$ cat src/udma_regs.vh
// register offsets, field positions, reset values and timing constants of the burst engine
`ifndef UDMA_REGS_VH
`define UDMA_REGS_VH

`define UDMA_ENABLE_OFS 8'h48
`define UDMA_TIMING_OFS 8'h4A
`define UDMA_STATUS_OFS 8'h4C
`define UDMA_FAST_OFS 8'h54

`define UDMA_ENABLE_RST 8'h00
`define UDMA_TIMING_RST 8'h12
`define UDMA_FAST_RST 8'h00

`define UDMA_CT_LSB 0
`define UDMA_CT_MSB 2
`define UDMA_RP_LSB 3
`define UDMA_RP_MSB 5

`define UDMA_SYS_PERIOD_PS 32'h0000_1F40
`define UDMA_PCI_PERIOD_PS 32'h0000_7530
`define UDMA_FAST_PERIOD_PS 32'h0000_3A98
`define UDMA_FAST_CLKS 8'h02
`define UDMA_REDUCED_CLKS 8'h03

`define UDMA_CRC_SEED 16'h4ABA
`define UDMA_CRC_POLY 16'h1021

`define UDMA_ENV_CYCLES 8'h03
`define UDMA_CRC_SETUP_CYCLES 8'h03
`define UDMA_CRC_HOLD_CYCLES 8'h02

`endif

$ cat src/udma_engine.v
// synchronous dma burst engine for one ide channel, host end
`timescale 1ns/1ps
`default_nettype none
`include "udma_regs.vh"

module udma_engine (
  input wire i_sys_clk,
  input wire i_rst,
  input wire i_cfg_wr,
  input wire [7:0] i_cfg_addr,
  input wire [7:0] i_cfg_wdata,
  output reg [7:0] o_cfg_rdata,
  input wire i_start,
  input wire i_dir_write,
  input wire [1:0] i_drive_sel,
  input wire i_final_done,
  input wire i_prd_empty,
  input wire i_other_channel_req,
  input wire i_pio_req,
  input wire [1:0] i_pio_cs_n,
  input wire [2:0] i_pio_da,
  input wire [15:0] i_tx_data,
  input wire i_tx_valid,
  output wire o_tx_ready,
  output reg [15:0] o_rx_data,
  output reg o_rx_valid,
  input wire i_rx_ready,
  input wire i_dmarq,
  input wire i_primary_device_strobe_pin,
  input wire [15:0] i_dd,
  output reg [15:0] o_dd,
  output reg o_dd_oe,
  output reg o_dmack_n,
  output reg o_primary_stop_pin,
  output reg o_primary_host_strobe_pin,
  output reg [1:0] o_cs_n,
  output reg [2:0] o_da,
  output wire o_busy
);

  localparam [3:0] ST_IDLE = 4'h0;
  localparam [3:0] ST_ACK = 4'h1;
  localparam [3:0] ST_DATA = 4'h2;
  localparam [3:0] ST_RP_WAIT = 4'h3;
  localparam [3:0] ST_STOP_REQ = 4'h4;
  localparam [3:0] ST_STB_HI = 4'h5;
  localparam [3:0] ST_CRC = 4'h6;
  localparam [3:0] ST_RELEASE = 4'h7;

  // clock count at the given period to system cycles, rounded up, never below one
  function [7:0] udma_cycles;
    input [7:0] clks;
    input [31:0] period_ps;
    reg [31:0] t;
    begin
      t = {24'h00_0000, clks} * period_ps + `UDMA_SYS_PERIOD_PS - 32'h0000_0001;
      t = t / `UDMA_SYS_PERIOD_PS;
      if (t == 32'h0000_0000) begin
        t = 32'h0000_0001;
      end
      udma_cycles = t[7:0];
    end
  endfunction

  function [15:0] udma_crc;
    input [15:0] crc;
    input [15:0] data;
    reg [15:0] c;
    integer i;
    begin
      c = crc;
      for (i = 15; i >= 0; i = i - 1) begin
        if (c[15] ^ data[i]) begin
          c = {c[14:0], 1'b0} ^ `UDMA_CRC_POLY;
        end else begin
          c = {c[14:0], 1'b0};
        end
      end
      udma_crc = c;
    end
  endfunction

  reg [7:0] enable_q;
  reg [7:0] timing_q;
  reg [7:0] fast_q;
  reg [3:0] state_q;
  reg [7:0] cnt_q;
  reg [15:0] crc_q;
  reg dir_q;
  reg tx_pend_q;
  reg by_drive_q;
  reg [2:0] dmarq_s_q;
  reg [2:0] dstb_s_q;
  reg [15:0] dd_s1_q;
  reg [15:0] dd_s2_q;
  reg [15:0] dd_s3_q;
  reg dmarq_f_q;
  reg dstb_f_q;

  wire [2:0] ct = timing_q[`UDMA_CT_MSB:`UDMA_CT_LSB];
  wire [2:0] rp = timing_q[`UDMA_RP_MSB:`UDMA_RP_LSB];
  wire fast_sel = fast_q[i_drive_sel];
  wire [7:0] ct_clks = (ct == 3'h0) ? 8'h01 : {5'h00, ct};
  // two clocks per word unless a slower value is programmed
  wire [7:0] fast_clks = (ct <= 3'h2) ? `UDMA_FAST_CLKS : `UDMA_REDUCED_CLKS;
  wire [7:0] hold_cyc = fast_sel ? udma_cycles(fast_clks, `UDMA_FAST_PERIOD_PS) :
                                   udma_cycles(ct_clks, `UDMA_PCI_PERIOD_PS);
  wire [7:0] rp_cyc = udma_cycles({5'h00, rp}, `UDMA_PCI_PERIOD_PS);

  // a pin level counts once the second and third stages agree
  wire dmarq_chg = (dmarq_s_q[1] == dmarq_s_q[2]) && (dmarq_s_q[2] != dmarq_f_q);
  wire dstb_chg = (dstb_s_q[1] == dstb_s_q[2]) && (dstb_s_q[2] != dstb_f_q);
  wire dmarq_lvl = dmarq_chg ? dmarq_s_q[2] : dmarq_f_q;
  // on writes the device strobe pin is the drive's ready, low active
  wire dev_rdy = ~dstb_f_q;
  // host-side reasons to end the burst
  wire term_req = i_other_channel_req | i_pio_req | i_final_done | ~i_start;
  // acknowledge only for an enabled drive with the host ready
  wire start_go = (state_q == ST_IDLE) && dmarq_f_q && i_start && enable_q[i_drive_sel] &&
                  ~i_pio_req && ~i_other_channel_req && ~i_final_done;
  // next word only with drive ready, data present and cycle time met
  wire send_ok = (state_q == ST_DATA) && dir_q && ~tx_pend_q && (cnt_q == 8'h00) &&
                 dev_rdy && i_tx_valid && ~i_prd_empty && ~term_req && dmarq_f_q;
  wire rx_edge = ~dir_q && dstb_chg && ((state_q == ST_DATA) || (state_q == ST_RP_WAIT));

  assign o_tx_ready = send_ok;
  assign o_busy = (state_q != ST_IDLE);

  always @(posedge i_sys_clk) begin
    if (i_rst) begin
      dmarq_s_q <= 3'h0;
      dstb_s_q <= 3'h7;
      dd_s1_q <= 16'h0000;
      dd_s2_q <= 16'h0000;
      dd_s3_q <= 16'h0000;
      dmarq_f_q <= 1'b0;
      dstb_f_q <= 1'b1;
    end else begin
      dmarq_s_q <= {dmarq_s_q[1:0], i_dmarq};
      dstb_s_q <= {dstb_s_q[1:0], i_primary_device_strobe_pin};
      dd_s1_q <= i_dd;
      dd_s2_q <= dd_s1_q;
      dd_s3_q <= dd_s2_q;
      dmarq_f_q <= dmarq_lvl;
      if (dstb_chg) begin
        dstb_f_q <= dstb_s_q[2];
      end
    end
  end

  always @(posedge i_sys_clk) begin
    if (i_rst) begin
      enable_q <= `UDMA_ENABLE_RST;
      timing_q <= `UDMA_TIMING_RST;
      fast_q <= `UDMA_FAST_RST;
      o_cfg_rdata <= 8'h00;
    end else begin
      if (i_cfg_wr) begin
        case (i_cfg_addr)
          `UDMA_ENABLE_OFS: enable_q <= {4'h0, i_cfg_wdata[3:0]};
          `UDMA_TIMING_OFS: timing_q <= {2'h0, i_cfg_wdata[5:0]};
          `UDMA_FAST_OFS: fast_q <= {4'h0, i_cfg_wdata[3:0]};
          default: ;
        endcase
      end
      case (i_cfg_addr)
        `UDMA_ENABLE_OFS: o_cfg_rdata <= enable_q;
        `UDMA_TIMING_OFS: o_cfg_rdata <= timing_q;
        `UDMA_FAST_OFS: o_cfg_rdata <= fast_q;
        `UDMA_STATUS_OFS: o_cfg_rdata <= {3'h0, by_drive_q, state_q};
        default: o_cfg_rdata <= 8'h00;
      endcase
    end
  end

  always @(posedge i_sys_clk) begin
    if (i_rst) begin
      state_q <= ST_IDLE;
      cnt_q <= 8'h00;
      crc_q <= `UDMA_CRC_SEED;
      dir_q <= 1'b0;
      tx_pend_q <= 1'b0;
      by_drive_q <= 1'b0;
      o_rx_data <= 16'h0000;
      o_rx_valid <= 1'b0;
      o_dd <= 16'h0000;
      o_dd_oe <= 1'b0;
      o_dmack_n <= 1'b1;
      o_primary_stop_pin <= 1'b1;
      o_primary_host_strobe_pin <= 1'b1;
      o_cs_n <= 2'h3;
      o_da <= 3'h0;
    end else begin
      o_rx_valid <= 1'b0;
      if (cnt_q != 8'h00) begin
        cnt_q <= cnt_q - 8'h01;
      end
      // chip selects inactive and address low while acknowledged
      if ((state_q == ST_IDLE) && ~start_go) begin
        o_cs_n <= i_pio_cs_n;
        o_da <= i_pio_da;
      end else begin
        o_cs_n <= 2'h3;
        o_da <= 3'h0;
      end
      // every strobed word received enters the crc
      if (rx_edge) begin
        o_rx_data <= dd_s3_q;
        o_rx_valid <= 1'b1;
        crc_q <= udma_crc(crc_q, dd_s3_q);
      end
      case (state_q)
        ST_IDLE: begin
          // idle pins: stop high, acknowledge high, strobe high
          o_primary_stop_pin <= 1'b1;
          o_primary_host_strobe_pin <= 1'b1;
          o_dmack_n <= 1'b1;
          o_dd_oe <= 1'b0;
          tx_pend_q <= 1'b0;
          if (start_go) begin
            o_dmack_n <= 1'b0;
            dir_q <= i_dir_write;
            by_drive_q <= 1'b0;
            crc_q <= `UDMA_CRC_SEED;
            cnt_q <= `UDMA_ENV_CYCLES;
            state_q <= ST_ACK;
          end
        end
        ST_ACK: begin
          o_dd_oe <= dir_q;
          if (cnt_q == 8'h00) begin
            // stop dropped; on reads ready asserted only with buffer room and a descriptor
            o_primary_stop_pin <= 1'b0;
            if (~dir_q) begin
              o_primary_host_strobe_pin <= ~(i_rx_ready & ~i_prd_empty);
            end
            state_q <= ST_DATA;
          end
        end
        ST_DATA: begin
          if (~dmarq_f_q) begin
            // drive ended the burst, acknowledge with stop
            o_primary_stop_pin <= 1'b1;
            o_primary_host_strobe_pin <= dir_q ? o_primary_host_strobe_pin : 1'b1;
            by_drive_q <= 1'b1;
            state_q <= ST_STB_HI;
          end else if (dir_q) begin
            if (send_ok) begin
              o_dd <= i_tx_data;
              tx_pend_q <= 1'b1;
            end else if (tx_pend_q) begin
              // strobe edge after data; word counts in crc only when strobed
              o_primary_host_strobe_pin <= ~o_primary_host_strobe_pin;
              crc_q <= udma_crc(crc_q, o_dd);
              tx_pend_q <= 1'b0;
              cnt_q <= hold_cyc;
            end else if (term_req && (cnt_q == 8'h00)) begin
              o_primary_stop_pin <= 1'b1;
              state_q <= ST_STOP_REQ;
            end
            // no toggle while data or descriptor is missing
          end else begin
            if (term_req) begin
              // ready dropped first, stop after the pause count
              o_primary_host_strobe_pin <= 1'b1;
              cnt_q <= rp_cyc;
              state_q <= ST_RP_WAIT;
            end else begin
              // ready follows buffer room and descriptor count
              o_primary_host_strobe_pin <= ~(i_rx_ready & ~i_prd_empty);
            end
          end
        end
        ST_RP_WAIT: begin
          if (~dmarq_f_q) begin
            o_primary_stop_pin <= 1'b1;
            by_drive_q <= 1'b1;
            state_q <= ST_STB_HI;
          end else if (cnt_q == 8'h00) begin
            o_primary_stop_pin <= 1'b1;
            state_q <= ST_STOP_REQ;
          end
        end
        ST_STOP_REQ: begin
          // wait for the drive to drop its request
          if (~dmarq_f_q) begin
            state_q <= ST_STB_HI;
          end
        end
        ST_STB_HI: begin
          // transmitter strobe back high; not a data edge
          if (dir_q) begin
            if (cnt_q == 8'h00) begin
              o_primary_host_strobe_pin <= 1'b1;
              cnt_q <= `UDMA_CRC_SETUP_CYCLES;
              state_q <= ST_CRC;
            end
          end else if (dstb_f_q) begin
            cnt_q <= `UDMA_CRC_SETUP_CYCLES;
            state_q <= ST_CRC;
          end
        end
        ST_CRC: begin
          // crc on all sixteen lines before acknowledge rises
          o_dd <= crc_q;
          o_dd_oe <= 1'b1;
          if (cnt_q == 8'h00) begin
            o_dmack_n <= 1'b1;
            cnt_q <= `UDMA_CRC_HOLD_CYCLES;
            state_q <= ST_RELEASE;
          end
        end
        ST_RELEASE: begin
          // hold crc past the rising acknowledge so the drive latches it
          if (cnt_q == 8'h00) begin
            o_dd_oe <= 1'b0;
            state_q <= ST_IDLE;
          end
        end
        default: begin
          state_q <= ST_IDLE;
        end
      endcase
    end
  end

endmodule
`default_nettype wire

$ cat config.mk
export PLATFORM = sky130hd
export DESIGN_NAME = udma_engine
export DESIGN_NICKNAME = d
export VERILOG_FILES = /design/src/udma_engine.v
export VERILOG_INCLUDE_DIRS = /design/src
export SDC_FILE = /design/constraint.sdc
export NUM_CORES = 1
export LEC_CHECK = 0
export ABC_AREA = 1
export BUFFER_PORTS_ARGS = -buffer_cell sky130_fd_sc_hd__buf_2
export CORE_UTILIZATION = 55
export CTS_CLUSTER_DIAMETER = 100
export DETAILED_ROUTE_END_ITERATION = 16
export MAX_ROUTING_LAYER = met4
export PLACE_DENSITY_LB_ADDON = 0.25
export SKIP_CTS_REPAIR_TIMING = 1
export SYNTH_ARGS = -nofsm -noshare
export SYNTH_HDL_FRONTEND = slang
export SYNTH_SLANG_ARGS = --single-unit
$ cat constraint.sdc
create_clock -name i_sys_clk -period 9.6 [get_ports i_sys_clk]
set_input_delay 0.48 -clock i_sys_clk [delete_from_list [all_inputs] [get_ports i_sys_clk]]
set_output_delay 0.48 -clock i_sys_clk [all_outputs]
set_load 0.03 [all_outputs]
==> flow_summary.json, run 1 <==
{
  "synthMuxAreaShare_pct": 0,
  "drt-total-wl_mm": 26.7,
  "dpl_cell_area_um2": 11400,
  "max_stage_delay_ns": 0.67,
  "synth_top_family_by_area": "simple AND/OR/NAND/NOR gates",
  "htreeDepth": 4,
  "finalClockSkew_ns": 0.0104,
  "critPathArrivalTime_ns": 6.67,
  "gp_congestion": 0.923,
  "end_kind": "register",
  "maxCapViolCount": 0,
  "power.internal_mw": 1.27,
  "layout_worst_path_cycle_share_pct": 66.3,
  "synthCells": 1597,
  "max-vdd-ir-drop_uv": 175,
  "seq_area_frac_synth_pct": 27.8,
  "cts_max_path_buffers": 2,
  "holdCritPathClass": "in -> reg",
  "cp.required_ns": 9.90,
  "fp-row-count": 50,
  "port_buffers": 115,
  "synth_area_leaders": "dfxtp_1, nand2_1, inv_1",
  "final_area_um2": 12000,
  "drtPass1Iterations": 6,
  "coreArea_um2": 18800,
  "drtIter0Drc": 760,
  "dp_cells": 1941,
  "start_kind": "register",
  "die_area_um2": 19900,
  "drc_errors": 0,
  "total_power_mw": 2.03,
  "finalNetCount": 1805,
  "die_x_um": 141,
  "chipHeight_um": 141,
  "antenna_left": 0,
  "power_frac_comb_pct": 31.5,
  "clockRootBuffer": "clkbuf_16",
  "pwr-share-seq_pct": 34.7,
  "powerDensity_nw_per_um2": 169,
  "vias_per_cell": 5.26,
  "crit_fanout": 12,
  "setup_tns_ns": 0,
  "cts_tree": "built",
  "synth-seq-cells": 148,
  "fmax_mhz": 157,
  "synthSimpleGateAreaFrac_pct": 31.6,
  "yosysTopAreaCell": "dfxtp_1",
  "worstSetupPathType": "reg -> reg",
  "grt.overflow.total": 0,
  "avgSynthCellArea_um2": 6.66,
  "grt_antenna_before_repair": 0,
  "syn2layout_area_growth_pct": 13.0,
  "grt_start_max_net_pins": 85,
  "antenna_cells": 0,
  "synth_xor_area_share_pct": 10.3,
  "start_util_pct": 56.5,
  "clk_pin_slew_ns": 0.07,
  "p_sw_share_pct": 37.3,
  "power_frac_clock_pct": 33.9,
  "clkLatencyLatePin_ns": 0.43,
  "vias": 10379,
  "finalHoldViolCount": 0,
  "cts-buffers-inserted": 17,
  "p_leak_nw": 5.88,
  "yosysWarnings": 0,
  "grt_pass1_wl_mm": 44.7,
  "clock-sinks": 148,
  "p_sw_mw": 0.757,
  "syn_area_um2": 10600,
  "wl_per_cell_um": 13.5,
  "finalSetupViolCount": 0,
  "fin_crit_ns": 6.37,
  "tightest_slew_ns": 0.891,
  "status": "complete, no violations",
  "dp_hpwl_mm": 20.1,
  "slew_viol_final": 0,
  "grt_pass1_vias": 9403,
  "synth_cell_types": 62,
  "ios": 120,
  "crit_top_cell": "nand2_1",
  "drive_gt1_share_pct": 15.7,
  "grtUsageTotal_pct": 28.3,
  "synth_top_area_share_pct": 27.8,
  "rsz0062_at_grt": "false",
  "synth-adder-area-share_pct": 4.63,
  "synth_compound_area_share_pct": 15.2,
  "cpMaxStageDelayCell": "dfxtp_1",
  "instances_no_fill": 1972,
  "relSlewSlack_pct": 40.5
}
==> per-stage QoR <==
step	hold slack [ns]	utilization [%]	setup slack (ns)
finish	0.236	63.9	3.23
global route	0.228	63.9	2.32
CTS	0.227	63.9	3.28
detailed placement	0.392	60.7	3.32
global placement	0.389	60.7	3.34
floorplan	0.388	-	4.39
==> placed cells by master (no fill, tap or decap), types with 30 or more instances in the layout <==
cell type and instances:
nor2_1 199, ha_1 33, a21oi_1 74, xnor2_1 51, nand2_1 299, nand2_2 30, inv_1 224, nand3_1 96
xor2_1 70, dfxtp_1 148, buf_2 115, o21ai_0 108
==> power groups by stage <==
stage	Combinational, mW	Sequential [mW]	Clock [mW]
after CTS	0.629	0.702	0.692
after floorplan	0.429	0.743	0
after detailed placement	0.620	0.715	0
after global placement	0.610	0.714	0
final	0.638	0.704	0.687
after global routing	0.709	0.710	0.722
==> registers in the layout (all words and copies together), names as in the netlist, 2 cells and up <==
register and count:
dstb_s_q 3, o_dd 16, cnt_q 8, dd_s3_q 16, o_da 3, fast_q 4
dd_s1_q 16, dd_s2_q 16, o_rx_data 16, state_q 3, o_cs_n 2, enable_q 4
o_cfg_rdata 6, crc_q 16, timing_q 6, dmarq_s_q 3
==> cells by family (layout without fill, tap and decap cells) <==
group,Yosys count,in the layout
flops,148,148
other cells,1,2
buf+inv,284,398
simple gates,730,730
fa+ha+maj,37,37
xor+xnor,123,123
compound gates,274,274
==> worst max-delay path, delay by kind of cell (launching register included) <==
kind	cells	cell delay, ns
and+or+nand+nor	34	3.65
adders and majority gates	2	0.76
DFF	1	0.67
buffers and inverters	4	0.65
AOI/OAI and AO/OA	3	0.45
==> metal layers <==
layer  vias up  part of all wire (%)  GRT usage [%]
li1       5324                     -              -
met1      4717                    49           38.1
met3        28                   5.4           4.14
met5         -                     0              -
met4         0                   1.2           6.35
met2       310                    45           44.7
==> final timing paths <==
kind	startpoint	endpoint	slack [ns]	cells after the start
worst max register to register	timing_q[4]$_SDFFE_PP1P_	cnt_q[0]$_SDFF_PP0_	3.23	43
worst min-delay path	i_primary_device_strobe_pin	dstb_s_q[0]$_SDFF_PP1_	0.24	2
worst max-delay path	timing_q[4]$_SDFFE_PP1P_	cnt_q[0]$_SDFF_PP0_	3.23	43
worst min register to register	dd_s2_q[1]$_SDFF_PP0_	dd_s3_q[1]$_SDFF_PP0_	0.40	2
==> area by class of cell <==
type	instances	area, um^2
timing repair buffer	121	621
clock buffer	18	439
clock inverter	13	166
sequential	148	2960
fill	1762	6800
multi-input combinational	1166	6580
inverter	246	928
tap	260	325
==> cell usage after synthesis (all sizes together) <==
cell type	number
a32oi	1
nor4b	1
o41ai	1
a31oi	18
nand3	105
a21oi	78
buf	6
o21a	2
xor2	70
nand4	13
clkinv	3
ha	33
a211oi	6
o31ai	4
a22oi	1
conb	1
nor3	20
clkbuf	32
a221oi	6
a31o	1
a211o	2
and2	2
a2111oi	5
fa	4
o2111ai	2
o22ai	3
and3	2
o21ai	113
o221ai	3
nor4	8
dfxtp	148
inv	243
o21bai	1
nand2	347
nor2	211
nand3b	2
a21boi	1
o211ai	25
or2	19
xnor2	53
o311ai	1
Power figures use the tool's default switching activity.
==> run 2: changes to the inputs <==
ABC_AREA = 0   (was 1)
clock period = 6.6 ns   (was 9.6 ns; I/O delays follow)
==> run 2 against run 1 <==
Highest routed layer unchanged. Critical endpoint is now cnt_q[1]$_SDFF_PP0_. Area after synthesis rose by 7.6%. Sequential power rose by 34%. Cell count fell by 6.4%. Critical path depth fell by 18. Setup slack got worse by 3.1 ns. Wire length rose by 20%.
==> flow_summary.json, run 2 <==
{
  "total_power_mw": 2.27,
  "regArea_um2": 2970,
  "r2r-end": "cnt_q[1]$_SDFF_PP0_",
  "finalClockSkew_ns": 0.00766,
  "yosysWarnings": 0,
  "final_common_cell": "dfxtp_1",
  "start_kind": "register",
  "r2r_start": "timing_q[5]$_SDFFE_PP0P_",
  "cts_max_path_buffers": 2,
  "status": "complete, no violations",
  "cts-buffers-inserted": 17,
  "synthFlopType": "dfxtp_1",
  "maxCapViolCount": 0,
  "grt.overflow.total": 0,
  "grtUsageTotal_pct": 29.7,
  "vias": 11039,
  "reg2regPathDepth": 25,
  "antenna_left": 0,
  "coreArea_um2": 20300,
  "fillCellCount": 1709,
  "synth_cell_types": 119,
  "crit_start": "timing_q[5]$_SDFFE_PP0P_",
  "mostFrequentLayoutCells": "dfxtp_1, nand2_1, nor2_1",
  "synthCells": 1405,
  "htreeDepth": 4,
  "fp-row-count": 52,
  "finalNetCount": 1665,
  "port_buffers": 115,
  "slew_viol_final": 0,
  "final_core_utilization_pct": 67.6,
  "clk_pin_slew_ns": 0.07,
  "grt_pass1_wl_mm": 50.5,
  "worstSetupPathType": "reg -> reg",
  "clkLatencyLatePin_ns": 0.41,
  "clockRootBuffer": "clkbuf_16",
  "clock-sinks": 148,
  "grt_antenna_before_repair": 2,
  "drc_errors": 0,
  "drt-total-wl_mm": 32.0,
  "dpl_cell_area_um2": 12700,
  "async_reset_ff_share_pct": 0,
  "finalHoldViolCount": 0,
  "multiInputGateArea_um2": 8480,
  "grt_start_max_net_pins": 69,
  "chipHeight_um": 146,
  "cp-endpoint": "cnt_q[1]$_SDFF_PP0_",
  "setup_ws_ns": 0.163,
  "gp_congestion": 0.980,
  "die_x_um": 146,
  "synth_common_cells": "dfxtp_1, nand2_1, nor2_1, xnor2_1, a21oi_1",
  "cp.required_ns": 6.93,
  "holdCritPathClass": "in -> reg",
  "synth_top_area_share_pct": 25.9,
  "yosysTopAreaCell": "dfxtp_1",
  "rrSetupSlack_ns": 0.16,
  "synth_area_leaders": "dfxtp_1, xnor2_1, nand2_1",
  "synth-seq-cells": 148,
  "pre_cts_slack_ns": -0.0331,
  "finalSetupViolCount": 0,
  "crit_fanout": 7,
  "dp_hpwl_mm": 23.9,
  "max-vdd-ir-drop_uv": 241,
  "drive_gt1_share_pct": 23.5,
  "tightest_slew_ns": 1.14,
  "die_area_um2": 21400,
  "grt_pass1_vias": 9815,
  "fmax_mhz": 155,
  "drtIter0Drc": 816,
  "cts_tree": "built",
  "syn_area_um2": 11400,
  "layout_worst_path_cycle_share_pct": 97.5,
  "vias_per_cell": 5.98,
  "yosysMostFrequentCell": "dfxtp_1",
  "relSlewSlack_pct": 23.9,
  "syn2layout_area_growth_pct": 19.9,
  "powerDensity_nw_per_um2": 166,
  "synth_edf_count": 0,
  "wl_per_cell_um": 17.3,
  "drtPass1Iterations": 5,
  "avgSynthCellArea_um2": 8.15,
  "end_kind": "register",
  "start_util_pct": 56.4,
  "critPathArrivalTime_ns": 6.76,
  "final_area_um2": 13700,
  "ios": 120,
  "seq_area_frac_synth_pct": 25.9,
  "p_leak_nw": 5.27,
  "fin_crit_ns": 6.44
}
-- run 2: how the worst min path moves through the flow --
stage	startpoint	endpoint	slack, ns	depth (start not counted)
after floorplan	dstb_s_q[0]$_SDFF_PP1_	dstb_s_q[1]$_SDFF_PP1_	0.39	1
after global placement	dstb_s_q[0]$_SDFF_PP1_	dstb_s_q[1]$_SDFF_PP1_	0.39	1
after detailed placement	dstb_s_q[0]$_SDFF_PP1_	dstb_s_q[1]$_SDFF_PP1_	0.41	1
after CTS	i_pio_cs_n[1]	o_cs_n[1]$_SDFF_PP1_	0.1	2
after global routing	i_dd[15]	dd_s1_q[15]$_SDFF_PP0_	0.12	2
final	i_primary_device_strobe_pin	dstb_s_q[0]$_SDFF_PP1_	0.11	2
-- run 2: routing by layer --
layer | part of all wire (%) | GRT usage [%]
met2 | 45 | 44.4
met4 | 1.6 | 7.71
met1 | 46 | 41.7
met5 | 0 | -
met3 | 6.7 | 4.47
-- run 2: report_power, final --
part | internal (mW) | switching [mW] | leakage [nW] | total (mW)
Sequential | 0.924 | 0.0193 | 1.21 | 0.943
Clock | 0.540 | 0.394 | 0.281 | 0.934
Combinational | 0.165 | 0.229 | 3.78 | 0.394
-- run 2: cell type report --
| cell class | instances | area share, % |
|---|---|---|
| Antenna cell | 2 | 0.0365 |
| Clock buffer | 18 | 3.20 |
| Clock inverter | 14 | 1.02 |
| Inverter | 29 | 0.793 |
| Multi-Input combinational cell | 1161 | 61.8 |
| Sequential cell | 148 | 21.6 |
| Tap cell | 270 | 2.46 |
| Timing Repair Buffer | 203 | 9.08 |
-- run 2: cells by family after synthesis --
logic type,share of synthesized area [%]
AND/OR/NAND/NOR,23.1
AO/OA/AOI/OAI,25.8
XOR/XNOR,12.7
flip-flops,25.9
buffers and inverters,3.52
multiplexers,4.63
adder cells (fa/ha/maj),4.39
other,0.0328
-- run 2: worst max-delay path, stage by stage, from the launching register on --
cell and delay [ns]:
dfxtp_1 0.32, buf_6 0.14, fa_2 0.62, ha_4 0.24, and4b_1 0.21, a311oi_2 0.26
nand3_2 0.17, a211o_1 0.32, nand2b_4 0.16, and2_1 0.14, or4_1 0.48, a221o_2 0.48
a21oi_4 0.24, a211oi_1 0.07, buf_4 0.16, o22a_4 0.28, a32oi_4 0.23, nand3_2 0.13
a31o_4 0.29, o211ai_4 0.28, a21oi_2 0.11, xor2_2 0.18, o311ai_1 0.33, buf_4 0.17
o21ai_1 0.07, a221oi_2 0.26
-- run 2: per-stage QoR --
step | hold WS, ns | instances | TNS (ns)
6_report | 0.107 | 1845 | 0
5_1_grt | 0.117 | 1845 | -0.135
4_1_cts | 0.0978 | 1833 | -0.127
3_5_place_dp | 0.408 | 1801 | -0.0595
3_3_place_gp | 0.395 | 1801 | 0
2_1_floorplan | 0.389 | 1406 | 0
==> run 3: changes to the inputs <==
CORE_MARGIN = 2   (was unset)
==> run 3 against run 2 <==
Clock skew increased by 0.0072 ns. Die area increased by 2.8%. Cell area increased by 1.7%. Cell count increased by 1.1%. Clock-buffer cell count increased by 1. Non-clock buffer count increased by 21. Total power increased by 3.9%. Critical path depth decreased by 2. Sequential power about the same. Fmax decreased by 1.9%. Highest routed layer unchanged.
==> flow_summary.json, run 3 (synthesis results as in run 2) <==
{
  "status": "complete, no violations",
  "fmax_mhz": 152,
  "start_util_pct": 56.4,
  "grt_pass1_vias": 10404,
  "final_area_um2": 14000,
  "r2r_start": "timing_q[5]$_SDFFE_PP0P_",
  "clock-sinks": 148,
  "grtUsageTotal_pct": 30.1,
  "power.internal_mw": 1.70,
  "tightest_slew_ns": 1.21,
  "power_frac_clock_pct": 42.6,
  "clkLatencyLatePin_ns": 0.42,
  "mostFrequentLayoutCells": "dfxtp_1, nand2_1, nor2_1",
  "total_power_mw": 2.36,
  "htreeDepth": 4,
  "clk_pin_slew_ns": 0.07,
  "antenna_left": 0,
  "syn2layout_area_growth_pct": 21.9,
  "worstSetupPathType": "reg -> reg",
  "ios": 120,
  "chipHeight_um": 148,
  "finalNetCount": 1686,
  "min_from": "i_pio_cs_n[0]",
  "drtPass1Iterations": 5,
  "setup_ws_ns": 0.0379,
  "worst_hold_slack_ns": 0.100,
  "wl_per_cell_um": 18.1,
  "powerDensity_nw_per_um2": 169,
  "die_x_um": 148,
  "dpl_cell_area_um2": 12800,
  "cp.required_ns": 6.89,
  "slew_viol_final": 0,
  "max-vdd-ir-drop_uv": 180,
  "final_common_cell": "dfxtp_1",
  "end_kind": "register",
  "reg2regPathDepth": 23,
  "p_sw_mw": 0.665,
  "drc_errors": 0,
  "grt_antenna_before_repair": 1,
  "finalSetupViolCount": 0,
  "maxCapViolCount": 0,
  "setup_tns_ns": 0,
  "coreArea_um2": 20300,
  "crit_start": "timing_q[5]$_SDFFE_PP0P_",
  "dp_hpwl_mm": 24.4,
  "layout_worst_path_cycle_share_pct": 99.4,
  "fin_crit_ns": 6.56,
  "start_kind": "register",
  "critPathArrivalTime_ns": 6.85,
  "drive_gt1_share_pct": 24.6,
  "pwr-share-seq_pct": 40.0,
  "cts_max_path_buffers": 2,
  "vias_per_cell": 6.12,
  "fp-row-count": 52,
  "clockRootBuffer": "clkbuf_16",
  "port_buffers": 115,
  "drtIter0Drc": 933,
  "dp_cells": 1820,
  "die_area_um2": 22000,
  "gp_congestion": 1.02,
  "vias": 11411,
  "finalHoldViolCount": 0,
  "pre_cts_slack_ns": -0.0503,
  "power_frac_comb_pct": 17.3,
  "final_core_utilization_pct": 68.8,
  "cts_tree": "built",
  "whs_path_depth": 2,
  "finalClockSkew_ns": 0.0149,
  "holdCritPathClass": "in -> reg",
  "rsz0062_at_grt": "true",
  "grt_pass1_wl_mm": 52.7,
  "drt-total-wl_mm": 33.8,
  "crit_fanout": 7,
  "p_leak_nw": 5.41,
  "grt_start_max_net_pins": 102,
  "instances_no_fill": 1865,
  "cts-buffers-inserted": 17,
  "grt.overflow.total": 0,
  "p_sw_share_pct": 28.2,
  "relSlewSlack_pct": 19.1
}
## run 3: changes by cell type in the layout (fill, tap and decap cells not counted), sizes merged
cell      before  now
diode          2    1
clkbuf        18   19
clkinv         3    5
clkinvlp       2    1
bufinv         1    3
inv           37   33
buf          203  224
## run 3: layout make-up
cell class | count | area (um^2)
clock buffer | 19 | 433
multi-input combinational | 1161 | 8520
antenna | 1 | 2.50
fill | 1649 | 6340
tap | 270 | 338
clock inverter | 13 | 174
sequential | 148 | 2970
inverter | 29 | 109
timing repair buffer | 224 | 1410
## run 3: power groups by stage
stage               logic, mW  registers, mW  clock network (mW)
detailed placement      0.380          0.963                   0
global placement        0.370          0.962                   0
CTS                     0.387          0.943                1.02
finish                  0.409          0.945                1.01
floorplan               0.281          0.960                   0
global route            0.446          0.948                1.06
## run 3: final timing paths
check	to	slack, ns
worst max-delay path	cnt_q[0]$_SDFF_PP0_	0.04
worst min-delay path	o_cs_n[0]$_SDFF_PP1_	0.10
worst max register to register	cnt_q[0]$_SDFF_PP0_	0.04
worst min register to register	dstb_s_q[1]$_SDFF_PP1_	0.41
## run 3: layer usage
layer / wire [um] / up-vias / track usage [%]
met5: 0 / - / -
met4: 935 / 0 / 8.38
met3: 2540 / 79 / 4.79
met2: 15500 / 521 / 47.7
met1: 14800 / 5353 / 40.0
li1: - / 5458 / -
## run 3: critical path, cell delays in order (launching register included)
cell	delay (ns)
dfxtp_2	0.34
buf_6	0.13
fa_2	0.57
ha_4	0.22
and4b_1	0.21
a311oi_2	0.38
nand3_2	0.18
a211o_1	0.37
nand2b_4	0.16
and2_4	0.13
or4_4	0.53
a221o_2	0.47
a21boi_4	0.30
and3_4	0.27
o22ai_4	0.11
o211ai_2	0.25
mux2i_1	0.13
a31o_4	0.30
o211ai_4	0.31
and3_4	0.27
o221ai_4	0.13
or3_4	0.38
o2111ai_2	0.20
o211ai_1	0.10
